--- src/hdl/d2ct_pkg.sv ---
// d2ct_pkg: command codes, fsm states and timing figures for the ddr2 host timer.
// assumes a 125 MHz system clock; the memory clock is that clock divided by two.
package d2ct_pkg;

	localparam int T_SYS_PS = 8000;
	localparam int CK_SYS_CYC = 2;

	// smallest whole number of system cycles covering a time, never below one
	function automatic int cyc_up(input int t_ps);
		int c;
		c = (t_ps + T_SYS_PS - 1) / T_SYS_PS;
		return (c < 1) ? 1 : c;
	endfunction : cyc_up

	// largest whole number of system cycles inside a time, never below one
	function automatic int cyc_dn(input int t_ps);
		int c;
		c = t_ps / T_SYS_PS;
		return (c < 1) ? 1 : c;
	endfunction : cyc_dn

	////////////////////////////////////////////////////////////////////////////////
	localparam int WRITE_TO_READ_GAP_PS = 7500;
	localparam int WRITE_RECOVERY_TIME_PS = 15000;
	localparam int ROW_PRECHARGE_TIME_PS = 15000;
	localparam int ROW_PRECHARGE_TIME_FAST_PS = 12500;
	localparam int ROW_OPEN_TIME_MIN_PS = 45000;
	localparam int ROW_OPEN_TIME_MAX_NS = 70000;
	localparam int ROW_CYCLE_TIME_PS = 60000;
	localparam int ROW_CYCLE_TIME_FAST_PS = 57500;
	localparam int BANK_ACTIVATE_SPACING_PS = 10000;
	localparam int REFRESH_CYCLE_TIME_PS = 127500;
	localparam int ROW_TO_COLUMN_PS = 15000;
	localparam int ROW_TO_COLUMN_FAST_PS = 12500;

	localparam int WTR_CYC = cyc_up(WRITE_TO_READ_GAP_PS);
	localparam int WR_CYC = cyc_up(WRITE_RECOVERY_TIME_PS);
	localparam int RP_CYC = cyc_up(ROW_PRECHARGE_TIME_PS);
	localparam int RP_FAST_CYC = cyc_up(ROW_PRECHARGE_TIME_FAST_PS);
	localparam int RAS_MIN_CYC = cyc_up(ROW_OPEN_TIME_MIN_PS);
	localparam int RAS_MAX_CYC = cyc_dn(ROW_OPEN_TIME_MAX_NS * 1000);
	localparam int RC_CYC = cyc_up(ROW_CYCLE_TIME_PS);
	localparam int RC_FAST_CYC = cyc_up(ROW_CYCLE_TIME_FAST_PS);
	localparam int RRD_CYC = cyc_up(BANK_ACTIVATE_SPACING_PS);
	localparam int RFC_CYC = cyc_up(REFRESH_CYCLE_TIME_PS);
	localparam int RCD_CYC = cyc_up(ROW_TO_COLUMN_PS);
	localparam int RCD_FAST_CYC = cyc_up(ROW_TO_COLUMN_FAST_PS);

	// strobe figures in tenths of a memory clock period
	localparam int READ_PREAMBLE_MIN_T = 9;
	localparam int READ_PREAMBLE_MAX_T = 11;
	localparam int RPRE_MIN_CYC = (READ_PREAMBLE_MIN_T * CK_SYS_CYC) / 10;
	localparam int RPRE_MAX_CYC = (READ_PREAMBLE_MAX_T * CK_SYS_CYC + 9) / 10 + 1;
	localparam int WRITE_PREAMBLE_CYC = CK_SYS_CYC;
	localparam int BURST_BEATS = 4;
	localparam int READ_TIMEOUT_CYC = 64;

	////////////////////////////////////////////////////////////////////////////////
	typedef enum logic [2:0] {
		D2CT_NOP = 3'h0,
		D2CT_ACT = 3'h1,
		D2CT_RD = 3'h2,
		D2CT_WR = 3'h3,
		D2CT_WRA = 3'h4,
		D2CT_PRE = 3'h5,
		D2CT_REF = 3'h6
	} d2ct_cmd_type;

	typedef enum logic [2:0] {
		W_IDLE = 3'h0,
		W_LAT = 3'h1,
		W_PRE = 3'h2,
		W_DATA = 3'h3,
		W_POST = 3'h4
	} d2ct_wstate_type;

	typedef enum logic [1:0] {
		R_IDLE = 2'h0,
		R_WAIT = 2'h1,
		R_LOW = 2'h2,
		R_DATA = 2'h3
	} d2ct_rstate_type;

	// ras, cas, we levels per command
	localparam logic [2:0] PINS_NOP = 3'h7;
	localparam logic [2:0] PINS_ACT = 3'h3;
	localparam logic [2:0] PINS_RD = 3'h5;
	localparam logic [2:0] PINS_WR = 3'h4;
	localparam logic [2:0] PINS_PRE = 3'h2;
	localparam logic [2:0] PINS_REF = 3'h1;

endpackage : d2ct_pkg

--- src/hdl/d2ct_bank_timer.sv ---
// d2ct_bank_timer: per-bank row state and spacing counters for the ddr2 host.
// assumes single-cycle event pulses from the host scheduler on the same clock.
`timescale 1ns/1ps
`default_nettype none
module d2ct_bank_timer #(
	parameter int CW = 8,
	parameter int OW = 14,
	parameter int RAS_MAX = d2ct_pkg::RAS_MAX_CYC,
	parameter int RC = d2ct_pkg::RC_CYC,
	parameter int RP = d2ct_pkg::RP_CYC,
	parameter int RCD = d2ct_pkg::RCD_CYC
) (
	input wire logic clk_sys_in,
	input wire logic rst_in,
	input wire logic ce_in,
	input wire logic act_in,
	input wire logic pre_in,
	input wire logic wr_end_in,
	input wire logic wra_end_in,
	output logic open_out,
	output logic act_ok_out,
	output logic col_ok_out,
	output logic pre_ok_out,
	output logic expire_out
);
	logic [CW-1:0] rc_r;
	logic [CW-1:0] ras_r;
	logic [CW-1:0] rp_r;
	logic [CW-1:0] wr_r;
	logic [CW-1:0] rcd_r;
	logic [OW-1:0] age_r;
	logic open_r;

	////////////////////////////////////////////////////////////////////////////////
	always_ff @(posedge clk_sys_in or posedge rst_in) begin
		if (rst_in) begin
			open_r <= 1'b0;
		end else if (ce_in) begin
			if (act_in) begin
				open_r <= 1'b1;
			end else if (pre_in || wra_end_in) begin
				open_r <= 1'b0;
			end
		end
	end

	always_ff @(posedge clk_sys_in or posedge rst_in) begin
		if (rst_in) begin
			rc_r <= '0;
		end else if (ce_in) begin
			if (act_in) begin
				rc_r <= CW'(RC);
			end else if (rc_r != '0) begin
				rc_r <= rc_r - CW'(1);
			end
		end
	end

	always_ff @(posedge clk_sys_in or posedge rst_in) begin
		if (rst_in) begin
			ras_r <= '0;
			rcd_r <= '0;
		end else if (ce_in) begin
			if (act_in) begin
				ras_r <= CW'(d2ct_pkg::RAS_MIN_CYC);
				rcd_r <= CW'(RCD);
			end else begin
				if (ras_r != '0) begin
					ras_r <= ras_r - CW'(1);
				end
				if (rcd_r != '0) begin
					rcd_r <= rcd_r - CW'(1);
				end
			end
		end
	end

	always_ff @(posedge clk_sys_in or posedge rst_in) begin
		if (rst_in) begin
			rp_r <= '0;
		end else if (ce_in) begin
			if (wra_end_in) begin
				rp_r <= CW'(d2ct_pkg::WR_CYC + RP);
			end else if (pre_in) begin
				rp_r <= CW'(RP);
			end else if (rp_r != '0) begin
				rp_r <= rp_r - CW'(1);
			end
		end
	end

	always_ff @(posedge clk_sys_in or posedge rst_in) begin
		if (rst_in) begin
			wr_r <= '0;
		end else if (ce_in) begin
			if (wr_end_in) begin
				wr_r <= CW'(d2ct_pkg::WR_CYC);
			end else if (wr_r != '0) begin
				wr_r <= wr_r - CW'(1);
			end
		end
	end

	// row open age for the longest open time
	always_ff @(posedge clk_sys_in or posedge rst_in) begin
		if (rst_in) begin
			age_r <= '0;
		end else if (ce_in) begin
			if (act_in || !open_r) begin
				age_r <= '0;
			end else if (age_r != OW'(RAS_MAX)) begin
				age_r <= age_r + OW'(1);
			end
		end
	end

	assign open_out = open_r;
	assign act_ok_out = !open_r && (rc_r == '0) && (rp_r == '0);
	assign col_ok_out = open_r && (rcd_r == '0);
	assign pre_ok_out = open_r && (ras_r == '0) && (wr_r == '0);
	// warn a few memory clocks early so the precharge lands inside the limit
	assign expire_out = open_r && (age_r >= OW'(RAS_MAX - 4 * d2ct_pkg::CK_SYS_CYC));
endmodule : d2ct_bank_timer
`default_nettype wire

--- src/hdl/d2ct_host.sv ---
// d2ct_host: ddr2 host that spaces commands and drives or samples the data strobe.
// assumes a 125 MHz clock, burst of four, device strobe line idles high when released.
//
// Operation
// - wait the write-to-read gap after last write data before a read
// - after write with autoprecharge, wait write recovery plus precharge before activate
// - write strobe preamble lasts at least 0.35 clock periods
// - write preamble held at least 0.25 clock periods from the clock edge
// - first rising write strobe within a quarter period of the rising clock
// - falling write strobe edges at least 0.2 periods from rising clock edges
// - row open at least 45 ns and at most 70K ns before precharge; host only raises row_expire_out, never closes the row
// - same-bank activates spaced by 60 ns, 57.5 ns for the fast grade
// - precharge to activate 15 ns, 12.5 ns for the fast grade
// - activates to different banks at least 10 ns apart
// - after refresh wait 127.5 ns before activate or refresh
// - write recovery 15 ns after last data before precharge
`timescale 1ns/1ps
`default_nettype none
module d2ct_host #(
	parameter int DW = 16,
	parameter int AW = 14,
	parameter int BANKS = 8,
	parameter int BW = 3,
	parameter int WLAT = 2,
	parameter bit FAST_GRADE = 1'b0,
	parameter int RAS_MAX_CYC = d2ct_pkg::RAS_MAX_CYC
) (
	input wire logic clk_sys_in,
	input wire logic rst_in,
	input wire logic ce_in,
	input wire logic req_valid_in,
	input wire logic [2:0] req_cmd_in,
	input wire logic [BW-1:0] req_bank_in,
	input wire logic [AW-1:0] req_addr_in,
	input wire logic [4*DW-1:0] req_wdata_in,
	output logic req_ready_out,
	output logic [4*DW-1:0] rdata_out,
	output logic rdata_valid_out,
	output logic preamble_err_out,
	output logic [BANKS-1:0] row_expire_out,
	output logic ck_out,
	output logic cs_n_out,
	output logic ras_n_out,
	output logic cas_n_out,
	output logic we_n_out,
	output logic [BW-1:0] ba_out,
	output logic [AW-1:0] addr_out,
	input wire logic [DW-1:0] dq_in,
	output logic [DW-1:0] dq_out,
	output logic dq_oe_out,
	input wire logic dqs_in,
	output logic dqs_out,
	output logic dqs_oe_out
);
	localparam int RC = FAST_GRADE ? d2ct_pkg::RC_FAST_CYC : d2ct_pkg::RC_CYC;
	localparam int RP = FAST_GRADE ? d2ct_pkg::RP_FAST_CYC : d2ct_pkg::RP_CYC;
	localparam int RCD = FAST_GRADE ? d2ct_pkg::RCD_FAST_CYC : d2ct_pkg::RCD_CYC;
	localparam int WLAT_LOAD = d2ct_pkg::CK_SYS_CYC * WLAT - d2ct_pkg::WRITE_PREAMBLE_CYC - 1;

	logic phase_r;
	logic [BANKS-1:0] open_w, act_ok_w, col_ok_w, pre_ok_w, expire_w;
	logic [BANKS-1:0] act_hit, pre_hit, wend_hit, waend_hit;
	logic [7:0] rrd_r, rfc_r, wtr_r;
	logic allow, take, wr_end, wauto_r;
	logic [BW-1:0] wbank_r;
	d2ct_pkg::d2ct_wstate_type wst_r;
	d2ct_pkg::d2ct_rstate_type rst_r;
	logic [7:0] wcnt_r, rcnt_r;
	logic [4*DW-1:0] wdata_r;
	logic dqs_s1_r, dqs_s2_r, dqs_s3_r;
	logic [DW-1:0] dq_s1_r, dq_s2_r;

	////////////////////////////////////////////////////////////////////////////////
	genvar g;
	generate
		for (g = 0; g < BANKS; g++) begin : g_bank
			assign act_hit[g] = take && (req_cmd_in == d2ct_pkg::D2CT_ACT) && (req_bank_in == BW'(g));
			assign pre_hit[g] = take && (req_cmd_in == d2ct_pkg::D2CT_PRE) && (req_bank_in == BW'(g));
			assign wend_hit[g] = wr_end && (wbank_r == BW'(g));
			assign waend_hit[g] = wr_end && wauto_r && (wbank_r == BW'(g));
			d2ct_bank_timer #(.RAS_MAX(RAS_MAX_CYC), .RC(RC), .RP(RP), .RCD(RCD)) u_bank (
				.clk_sys_in(clk_sys_in),
				.rst_in(rst_in),
				.ce_in(ce_in),
				.act_in(act_hit[g]),
				.pre_in(pre_hit[g]),
				.wr_end_in(wend_hit[g]),
				.wra_end_in(waend_hit[g]),
				.open_out(open_w[g]),
				.act_ok_out(act_ok_w[g]),
				.col_ok_out(col_ok_w[g]),
				.pre_ok_out(pre_ok_w[g]),
				.expire_out(expire_w[g])
			);
		end
	endgenerate
	assign row_expire_out = expire_w;

	////////////////////////////////////////////////////////////////////////////////
	// command admission; decided only on the low clock phase so each command
	// holds the pins for a full memory clock from one rising clock edge to the next
	always_comb begin
		allow = 1'b0;
		unique case (req_cmd_in)
			d2ct_pkg::D2CT_ACT: allow = act_ok_w[req_bank_in] && (rrd_r == '0) && (rfc_r == '0);
			d2ct_pkg::D2CT_RD: allow = col_ok_w[req_bank_in] && (wst_r == d2ct_pkg::W_IDLE)
				&& (rst_r == d2ct_pkg::R_IDLE) && (wtr_r == '0);
			d2ct_pkg::D2CT_WR, d2ct_pkg::D2CT_WRA: allow = col_ok_w[req_bank_in]
				&& (wst_r == d2ct_pkg::W_IDLE) && (rst_r == d2ct_pkg::R_IDLE);
			d2ct_pkg::D2CT_PRE: allow = pre_ok_w[req_bank_in] && (wst_r == d2ct_pkg::W_IDLE)
				&& (rst_r == d2ct_pkg::R_IDLE);
			d2ct_pkg::D2CT_REF: allow = (open_w == '0) && (&act_ok_w) && (rfc_r == '0);
			d2ct_pkg::D2CT_NOP: allow = 1'b1;
			default: allow = 1'b0;
		endcase
	end
	assign req_ready_out = ce_in && !phase_r && allow;
	assign take = req_valid_in && req_ready_out;

	always_ff @(posedge clk_sys_in or posedge rst_in) begin
		if (rst_in) begin
			phase_r <= 1'b0;
		end else if (ce_in) begin
			phase_r <= !phase_r;
		end
	end
	assign ck_out = phase_r;

	always_ff @(posedge clk_sys_in or posedge rst_in) begin
		if (rst_in) begin
			cs_n_out <= 1'b1;
			{ras_n_out, cas_n_out, we_n_out} <= d2ct_pkg::PINS_NOP;
			ba_out <= '0;
			addr_out <= '0;
		end else if (ce_in && !phase_r) begin
			cs_n_out <= !(take && req_cmd_in != d2ct_pkg::D2CT_NOP);
			ba_out <= req_bank_in;
			addr_out <= req_addr_in;
			{ras_n_out, cas_n_out, we_n_out} <= d2ct_pkg::PINS_NOP;
			if (take) begin
				unique case (req_cmd_in)
					d2ct_pkg::D2CT_ACT: {ras_n_out, cas_n_out, we_n_out} <= d2ct_pkg::PINS_ACT;
					d2ct_pkg::D2CT_RD: {ras_n_out, cas_n_out, we_n_out} <= d2ct_pkg::PINS_RD;
					d2ct_pkg::D2CT_WR: {ras_n_out, cas_n_out, we_n_out} <= d2ct_pkg::PINS_WR;
					d2ct_pkg::D2CT_WRA: {ras_n_out, cas_n_out, we_n_out} <= d2ct_pkg::PINS_WR;
					d2ct_pkg::D2CT_PRE: {ras_n_out, cas_n_out, we_n_out} <= d2ct_pkg::PINS_PRE;
					d2ct_pkg::D2CT_REF: {ras_n_out, cas_n_out, we_n_out} <= d2ct_pkg::PINS_REF;
					default: {ras_n_out, cas_n_out, we_n_out} <= d2ct_pkg::PINS_NOP;
				endcase
				// auto precharge rides on address bit ten
				if (req_cmd_in == d2ct_pkg::D2CT_WRA) begin
					addr_out[10] <= 1'b1;
				end else if (req_cmd_in == d2ct_pkg::D2CT_WR || req_cmd_in == d2ct_pkg::D2CT_RD) begin
					addr_out[10] <= 1'b0;
				end
			end
		end
	end

	always_ff @(posedge clk_sys_in or posedge rst_in) begin
		if (rst_in) begin
			rrd_r <= '0;
			rfc_r <= '0;
			wtr_r <= '0;
		end else if (ce_in) begin
			rrd_r <= (take && req_cmd_in == d2ct_pkg::D2CT_ACT) ? 8'(d2ct_pkg::RRD_CYC)
				: (rrd_r != '0) ? rrd_r - 8'h01 : rrd_r;
			rfc_r <= (take && req_cmd_in == d2ct_pkg::D2CT_REF) ? 8'(d2ct_pkg::RFC_CYC)
				: (rfc_r != '0) ? rfc_r - 8'h01 : rfc_r;
			wtr_r <= wr_end ? 8'(d2ct_pkg::WTR_CYC) : (wtr_r != '0) ? wtr_r - 8'h01 : wtr_r;
		end
	end

	////////////////////////////////////////////////////////////////////////////////
	// write strobe: one full memory clock of low preamble, then strobe follows
	// the clock so its rises sit on clock rises and its falls mid-period
	assign wr_end = ce_in && (wst_r == d2ct_pkg::W_POST);

	always_ff @(posedge clk_sys_in or posedge rst_in) begin
		if (rst_in) begin
			wst_r <= d2ct_pkg::W_IDLE;
			wcnt_r <= '0;
			wbank_r <= '0;
			wauto_r <= 1'b0;
			wdata_r <= '0;
			dq_out <= '0;
			dq_oe_out <= 1'b0;
			dqs_out <= 1'b0;
			dqs_oe_out <= 1'b0;
		end else if (ce_in) begin
			unique case (wst_r)
				d2ct_pkg::W_IDLE: begin
					if (take && (req_cmd_in == d2ct_pkg::D2CT_WR || req_cmd_in == d2ct_pkg::D2CT_WRA)) begin
						wst_r <= d2ct_pkg::W_LAT;
						wcnt_r <= 8'(WLAT_LOAD);
						wbank_r <= req_bank_in;
						wauto_r <= (req_cmd_in == d2ct_pkg::D2CT_WRA);
						wdata_r <= req_wdata_in;
					end
				end
				d2ct_pkg::W_LAT: begin
					wcnt_r <= wcnt_r - 8'h01;
					// preamble begins after the clock edge
					if (wcnt_r == '0) begin
						wst_r <= d2ct_pkg::W_PRE;
						wcnt_r <= 8'(d2ct_pkg::WRITE_PREAMBLE_CYC - 1);
						dqs_oe_out <= 1'b1;
						dqs_out <= 1'b0;
					end
				end
				d2ct_pkg::W_PRE: begin
					wcnt_r <= wcnt_r - 8'h01;
					if (wcnt_r == '0) begin
						wst_r <= d2ct_pkg::W_DATA;
						wcnt_r <= 8'(d2ct_pkg::BURST_BEATS - 1);
						// first rise on the clock rise
						dqs_out <= 1'b1;
						dq_oe_out <= 1'b1;
						dq_out <= wdata_r[DW-1:0];
						wdata_r <= wdata_r >> DW;
					end
				end
				d2ct_pkg::W_DATA: begin
					wcnt_r <= wcnt_r - 8'h01;
					dqs_out <= !dqs_out;
					dq_out <= wdata_r[DW-1:0];
					wdata_r <= wdata_r >> DW;
					if (wcnt_r == '0) begin
						wst_r <= d2ct_pkg::W_POST;
						dqs_out <= 1'b0;
						dq_oe_out <= 1'b0;
					end
				end
				d2ct_pkg::W_POST: begin
					wst_r <= d2ct_pkg::W_IDLE;
					dqs_oe_out <= 1'b0;
				end
				default: wst_r <= d2ct_pkg::W_IDLE;
			endcase
		end
	end

	////////////////////////////////////////////////////////////////////////////////
	// strobe and data from the device are pins: two flops before any use
	always_ff @(posedge clk_sys_in or posedge rst_in) begin
		if (rst_in) begin
			dqs_s1_r <= 1'b1;
			dqs_s2_r <= 1'b1;
			dqs_s3_r <= 1'b1;
			dq_s1_r <= '0;
			dq_s2_r <= '0;
		end else if (ce_in) begin
			dqs_s1_r <= dqs_in;
			dqs_s2_r <= dqs_s1_r;
			dqs_s3_r <= dqs_s2_r;
			dq_s1_r <= dq_in;
			dq_s2_r <= dq_s1_r;
		end
	end

	// read capture; sampling at the system clock limits this to a slow memory
	// clock, and the preamble check can only resolve whole system cycles
	always_ff @(posedge clk_sys_in or posedge rst_in) begin
		if (rst_in) begin
			rst_r <= d2ct_pkg::R_IDLE;
			rcnt_r <= '0;
			rdata_out <= '0;
			rdata_valid_out <= 1'b0;
			preamble_err_out <= 1'b0;
		end else if (ce_in) begin
			rdata_valid_out <= 1'b0;
			unique case (rst_r)
				d2ct_pkg::R_IDLE: begin
					if (take && req_cmd_in == d2ct_pkg::D2CT_RD) begin
						rst_r <= d2ct_pkg::R_WAIT;
						rcnt_r <= 8'(d2ct_pkg::READ_TIMEOUT_CYC);
					end
				end
				d2ct_pkg::R_WAIT: begin
					rcnt_r <= rcnt_r - 8'h01;
					if (!dqs_s2_r) begin
						rst_r <= d2ct_pkg::R_LOW;
						rcnt_r <= 8'h01;
					end else if (rcnt_r == '0) begin
						rst_r <= d2ct_pkg::R_IDLE;
					end
				end
				d2ct_pkg::R_LOW: begin
					rcnt_r <= rcnt_r + 8'h01;
					if (dqs_s2_r) begin
						rst_r <= d2ct_pkg::R_DATA;
						preamble_err_out <= (rcnt_r < 8'(d2ct_pkg::RPRE_MIN_CYC))
							|| (rcnt_r > 8'(d2ct_pkg::RPRE_MAX_CYC));
						rdata_out <= {dq_s2_r, rdata_out[4*DW-1:DW]};
						rcnt_r <= 8'(d2ct_pkg::BURST_BEATS - 1);
					end else if (rcnt_r == 8'(d2ct_pkg::READ_TIMEOUT_CYC)) begin
						rst_r <= d2ct_pkg::R_IDLE;
						preamble_err_out <= 1'b1;
					end
				end
				d2ct_pkg::R_DATA: begin
					if (dqs_s2_r != dqs_s3_r) begin
						rdata_out <= {dq_s2_r, rdata_out[4*DW-1:DW]};
						rcnt_r <= rcnt_r - 8'h01;
						if (rcnt_r == 8'h01) begin
							rst_r <= d2ct_pkg::R_IDLE;
							rdata_valid_out <= 1'b1;
						end
					end
				end
				default: rst_r <= d2ct_pkg::R_IDLE;
			endcase
		end
	end
endmodule : d2ct_host
`default_nettype wire

--- config.mk ---
export PLATFORM = sky130hd
export DESIGN_NAME = d2ct_host
export DESIGN_NICKNAME = d
export VERILOG_FILES = /design/src/hdl/d2ct_pkg.sv /design/src/hdl/d2ct_bank_timer.sv /design/src/hdl/d2ct_host.sv
export SDC_FILE = /design/constraint.sdc
export NUM_CORES = 2
export LEC_CHECK = 0
export ABC_AREA = 0
export BUFFER_PORTS_ARGS = -buffer_cell sky130_fd_sc_hd__clkbuf_2
export CORE_AREA = 2 2 302 304
export DETAILED_ROUTE_END_ITERATION = 8
export DIE_AREA = 0 0 304 306
export PLACE_DENSITY = 0.61
export SYNTH_ARGS = -nofsm -noshare
export SYNTH_HDL_FRONTEND = slang
export SYNTH_SLANG_ARGS = --single-unit
--- constraint.sdc ---
create_clock -name clk_sys_in -period 37.7 [get_ports clk_sys_in]
set_clock_uncertainty 0.1 [all_clocks]
set_input_delay 5.655 -clock clk_sys_in [delete_from_list [all_inputs] [get_ports clk_sys_in]]
set_output_delay 5.655 -clock clk_sys_in [all_outputs]
set_load 0.02 [all_outputs]
==> results.txt <==
The flow ran to the end, and the final reports show no timing, DRC or antenna violations. Data on the critical path is required at its endpoint by 31.94 ns. The final global-route overflow total came out at 0. The number of buffers between clock root and the deepest sink came out at 3.

The average footprint of a synthesized cell is 10.0 sq um. The library cells used most frequently in the layout, excluding fill and tap cells, are dfrtp_1, nand2_1, nor2_1. The endpoint class of the critical path is an output port. The path with the worst hold slack has its endpoint at g_bank[4].u_bank.rc_r[5]. The fraction of the cycle the final worst path needs is 0.366.

The count of clock tree sinks came out at 695. The area of the die is 93000 sq um. The power density normalized to cell area came out at 73.1 nW/um^2. After technology mapping, the gate count stands at 3479. For this run, the leading register cell type out of synthesis is dfrtp_1.

The share of synthesized area occupied by flip-flops and latches came out at 0.500. The number of global-route vias before repair came to 24819. The clock buffer count from CTS is 78.

The synthesized flop and latch total came out at 695. The number of hold violations in the final report is 0. Across every metal layer, demand over resource in global routing totals 0.171. The internal reg-to-reg setup slack came out at 33.18 ns.

The normalized max-slew margin is 0.234. The number of cells on the worst reg-to-reg path is 11. The maximum vdd ir drop is 0.0393 mV. The insertion delay of the later-clocked pin in the worst-skew pair came out at 0.63 ns. Detailed placement finished with a half-perimeter wire length of 54100 microns. The global-route wire length before repair is 132000 microns. The core area came out at 89600 sq um. The H-tree depth is 3.

Timing would allow up to 72.4 MHz. The antenna violation net count after detailed routing is 0. The number of distinct standard cells referenced by the synthesized netlist is 81. The clock-pin transition on the worst setup and hold timing paths came out at 0.06 ns. The average wire per standard cell came out at 16.2 microns. The class of the most critical hold timing path is flip-flop to flip-flop. The initial utilization of the core area, before any placement, comes to 0.388. The highest-delay cell along the critical path is or4b_2. The count of flip-flops with a built-in enable after synthesis came out at 0. The transition at the pin with the smallest max-transition slack came out at 1.14 ns. The analysis attributes to cell leakage a power of 0.0180 uW. The fraction of final layout cells with drive strength greater than 1 came out at 0.175. The critical path class is primary input to output port. Routability-driven placement finished with a final weighted congestion of 0.842.

Counting the fill cells in the layout gives 8474. Yosys printed 0 warnings. The area growth from synthesis to layout is 14.3%.

Row generation in the floorplan step produced 110 rows. The number of cells upsized or downsized after cts is 0. The largest stage delay on the critical path came out at 0.69 ns. The type of element launching the critical path is a primary input. The cell that appears most often on the critical path is clkbuf_2. The detailed router's first-iteration violation count came out at 2039. Setup repair after global routing left no endpoint under its margin. The data arrival time of the critical path came out at 8.06 ns. The max-capacitance violation count is 0. Entering global routing, the biggest net connects 165 pins. Grouping stages by cell kind, the critical path spends the most delay in simple AND/OR/NAND/NOR gates. The TritonCTS clock tree is yes. The root buffer cell is clkbuf_16. The number of top-level pins is 221. The worst hold path begins at g_bank[4].u_bank.rc_r[5]. The number of optimization iterations in the first detailed-route pass is 5.

Along the worst path, the maximum fanout reaches 13. The detailed router placed 25397 vias in this run. The max-slew violation count came out at 0. The detailed-route DRC error count came out at 0. The number of failing setup endpoints in the final timing report came out at 0. The routed via count divided by cell count came out at 5.16. In the synthesized netlist the async set-or-reset flop fraction comes to 1.00.

In this run the critical register-to-register path is captured at g_bank[6].u_bank.rc_r[1]. The worst register-to-register path begins at g_bank[4].u_bank.rp_r[0]. The initial antenna violation count is 3. The count of buffers inserted at the top-level ports came out at 220.

The post-CTS setup buffer count came out at 0. The total length of routed wires is 79600 microns. The total standard cell area after synthesis is 34800 sq um. The number of hold buffers added after CTS was 0. Counting instances, the worst hold path has a depth of 1. The number of nets in the synthesized netlist is 3689. In this run the horizontal extent of the chip is 304 microns. Traced cell by cell, the critical path runs through clkbuf_2 > inv_1 > or4b_2 > o311ai_0 > o211ai_1 > a31oi_4 > nor3_1 > nor2_1 > clkbuf_2.

The die outline height came out at 306 microns. Leaving out fill and tap cells, the most frequent cell in the layout is dfrtp_1. The time the worst path needs with I/O delays and setup came out at 13.81 ns. The number of buffer and inverter stages on the critical path came out at 3. The worst-case hold slack is 0.355 ns. The total negative slack for setup checks is 0 ns. At the end of the flow, the number of nets in the layout was 3899.
[routing by layer]
| metal | wire (microns) | up-vias | global-route usage |
|---|---|---|---|
| met5 | 16 | - | 0 |
| li1 | - | 12583 | - |
| met4 | 1960 | 2 | 0.0554 |
| met1 | 37700 | 12276 | 0.237 |
| met2 | 36500 | 418 | 0.272 |
| met3 | 3460 | 118 | 0.0290 |
[logic make-up after synthesis]
group	share of synthesized area
AND/OR/NAND/NOR	0.188
flip-flops	0.500
AO/OA/AOI/OAI	0.0955
buffers and inverters	0.0335
XOR/XNOR	0.0662
multiplexers	0.0786
adder cells (fa/ha/maj)	0.0381
[synth_stat cells (all sizes together) (6+ instances only)]
| master | instances | share of area |
|---|---|---|
| nand3b | 8 | 0.0017 |
| or4b | 10 | 0.0030 |
| o31ai | 49 | 0.012 |
| o41ai | 11 | 0.0028 |
| o21bai | 7 | 0.0015 |
| xnor2 | 167 | 0.042 |
| xor2 | 96 | 0.024 |
| ha | 105 | 0.038 |
| o21a | 17 | 0.0037 |
| nor3 | 114 | 0.017 |
| nor3b | 30 | 0.0066 |
| or2 | 8 | 0.0014 |
| dfstp | 7 | 0.0053 |
| mux2 | 216 | 0.070 |
| nand2 | 397 | 0.043 |
| mux2i | 30 | 0.0086 |
| nor2b | 11 | 0.0020 |
| nor4b | 11 | 0.0028 |
| a21boi | 7 | 0.0015 |
| nor4 | 113 | 0.021 |
| a211oi | 6 | 0.0013 |
| a211o | 15 | 0.0038 |
| dfrtp | 688 | 0.50 |
| or3 | 34 | 0.0061 |
| nand4 | 36 | 0.0065 |
| o2bb2ai | 15 | 0.0038 |
| buf | 33 | 0.0054 |
| o21ai | 179 | 0.026 |
| clkbuf | 92 | 0.0099 |
| and3 | 32 | 0.0058 |
| inv | 167 | 0.018 |
| a41oi | 6 | 0.0015 |
| or4 | 20 | 0.0044 |
| nand2b | 16 | 0.0029 |
| a31oi | 11 | 0.0024 |
| and2 | 6 | 0.0011 |
| o22ai | 15 | 0.0027 |
| nor2 | 377 | 0.041 |
| nand3 | 130 | 0.019 |
| a21oi | 100 | 0.014 |
| a22o | 30 | 0.0076 |
[state kept, by name, summed over array words and instances, names as in the netlist, 64 cells and up]
register             cells
g_bank.u_bank.age_r    112
g_bank.u_bank.ras_r     64
g_bank.u_bank.rc_r      64
g_bank.u_bank.rcd_r     64
g_bank.u_bank.rp_r      64
g_bank.u_bank.wr_r      64
rdata_out               64
wdata_r                 64
[worst max-delay path by stage]
stage | startpoint | end | slack (ns) | cells after the start
2_1_floorplan | rst_in | addr_out[0] | 12.47 | 1
3_3_place_gp | req_bank_in[0] | req_ready_out | 23.90 | 9
3_5_place_dp | req_bank_in[0] | req_ready_out | 23.95 | 9
4_1_cts | req_bank_in[0] | req_ready_out | 23.94 | 9
5_1_grt | req_bank_in[0] | req_ready_out | 23.80 | 9
6_report | req_bank_in[0] | req_ready_out | 23.89 | 9
[where the power goes]
part           switching, uW  internal, uW
combinational            444           398
clock                    313           450
sequential               270          1030
total                   1030          1880
[final cells by class]
cell class | instances | area [sq um] | share of cell area
antenna | 1 | 2.50 | 0.0000629
clock buffer | 112 | 2280 | 0.0573
clock inverter | 26 | 298 | 0.00749
inverter | 168 | 638 | 0.0160
multi-input combinational | 2491 | 16300 | 0.409
sequential | 695 | 17400 | 0.438
tap | 1176 | 1470 | 0.0370
timing repair buffer | 255 | 1400 | 0.0351
[per-stage QoR]
stage / setup slack (ns) / instance area, sq um / total power [uW] / std cells / util
after floorplan: 12.47 / 34800 / 1940 / 3479 / -
after global placement: 23.90 / 37200 / 2130 / 4785 / 0.415
after detailed placement: 23.95 / 37200 / 2150 / 4785 / 0.415
after CTS: 23.94 / 39800 / 2940 / 4923 / 0.444
after global routing: 23.80 / 39800 / 3140 / 4923 / 0.444
final: 23.89 / 39800 / 2910 / 4924 / 0.444
Note: power is estimated with default switching activity, not from simulation.
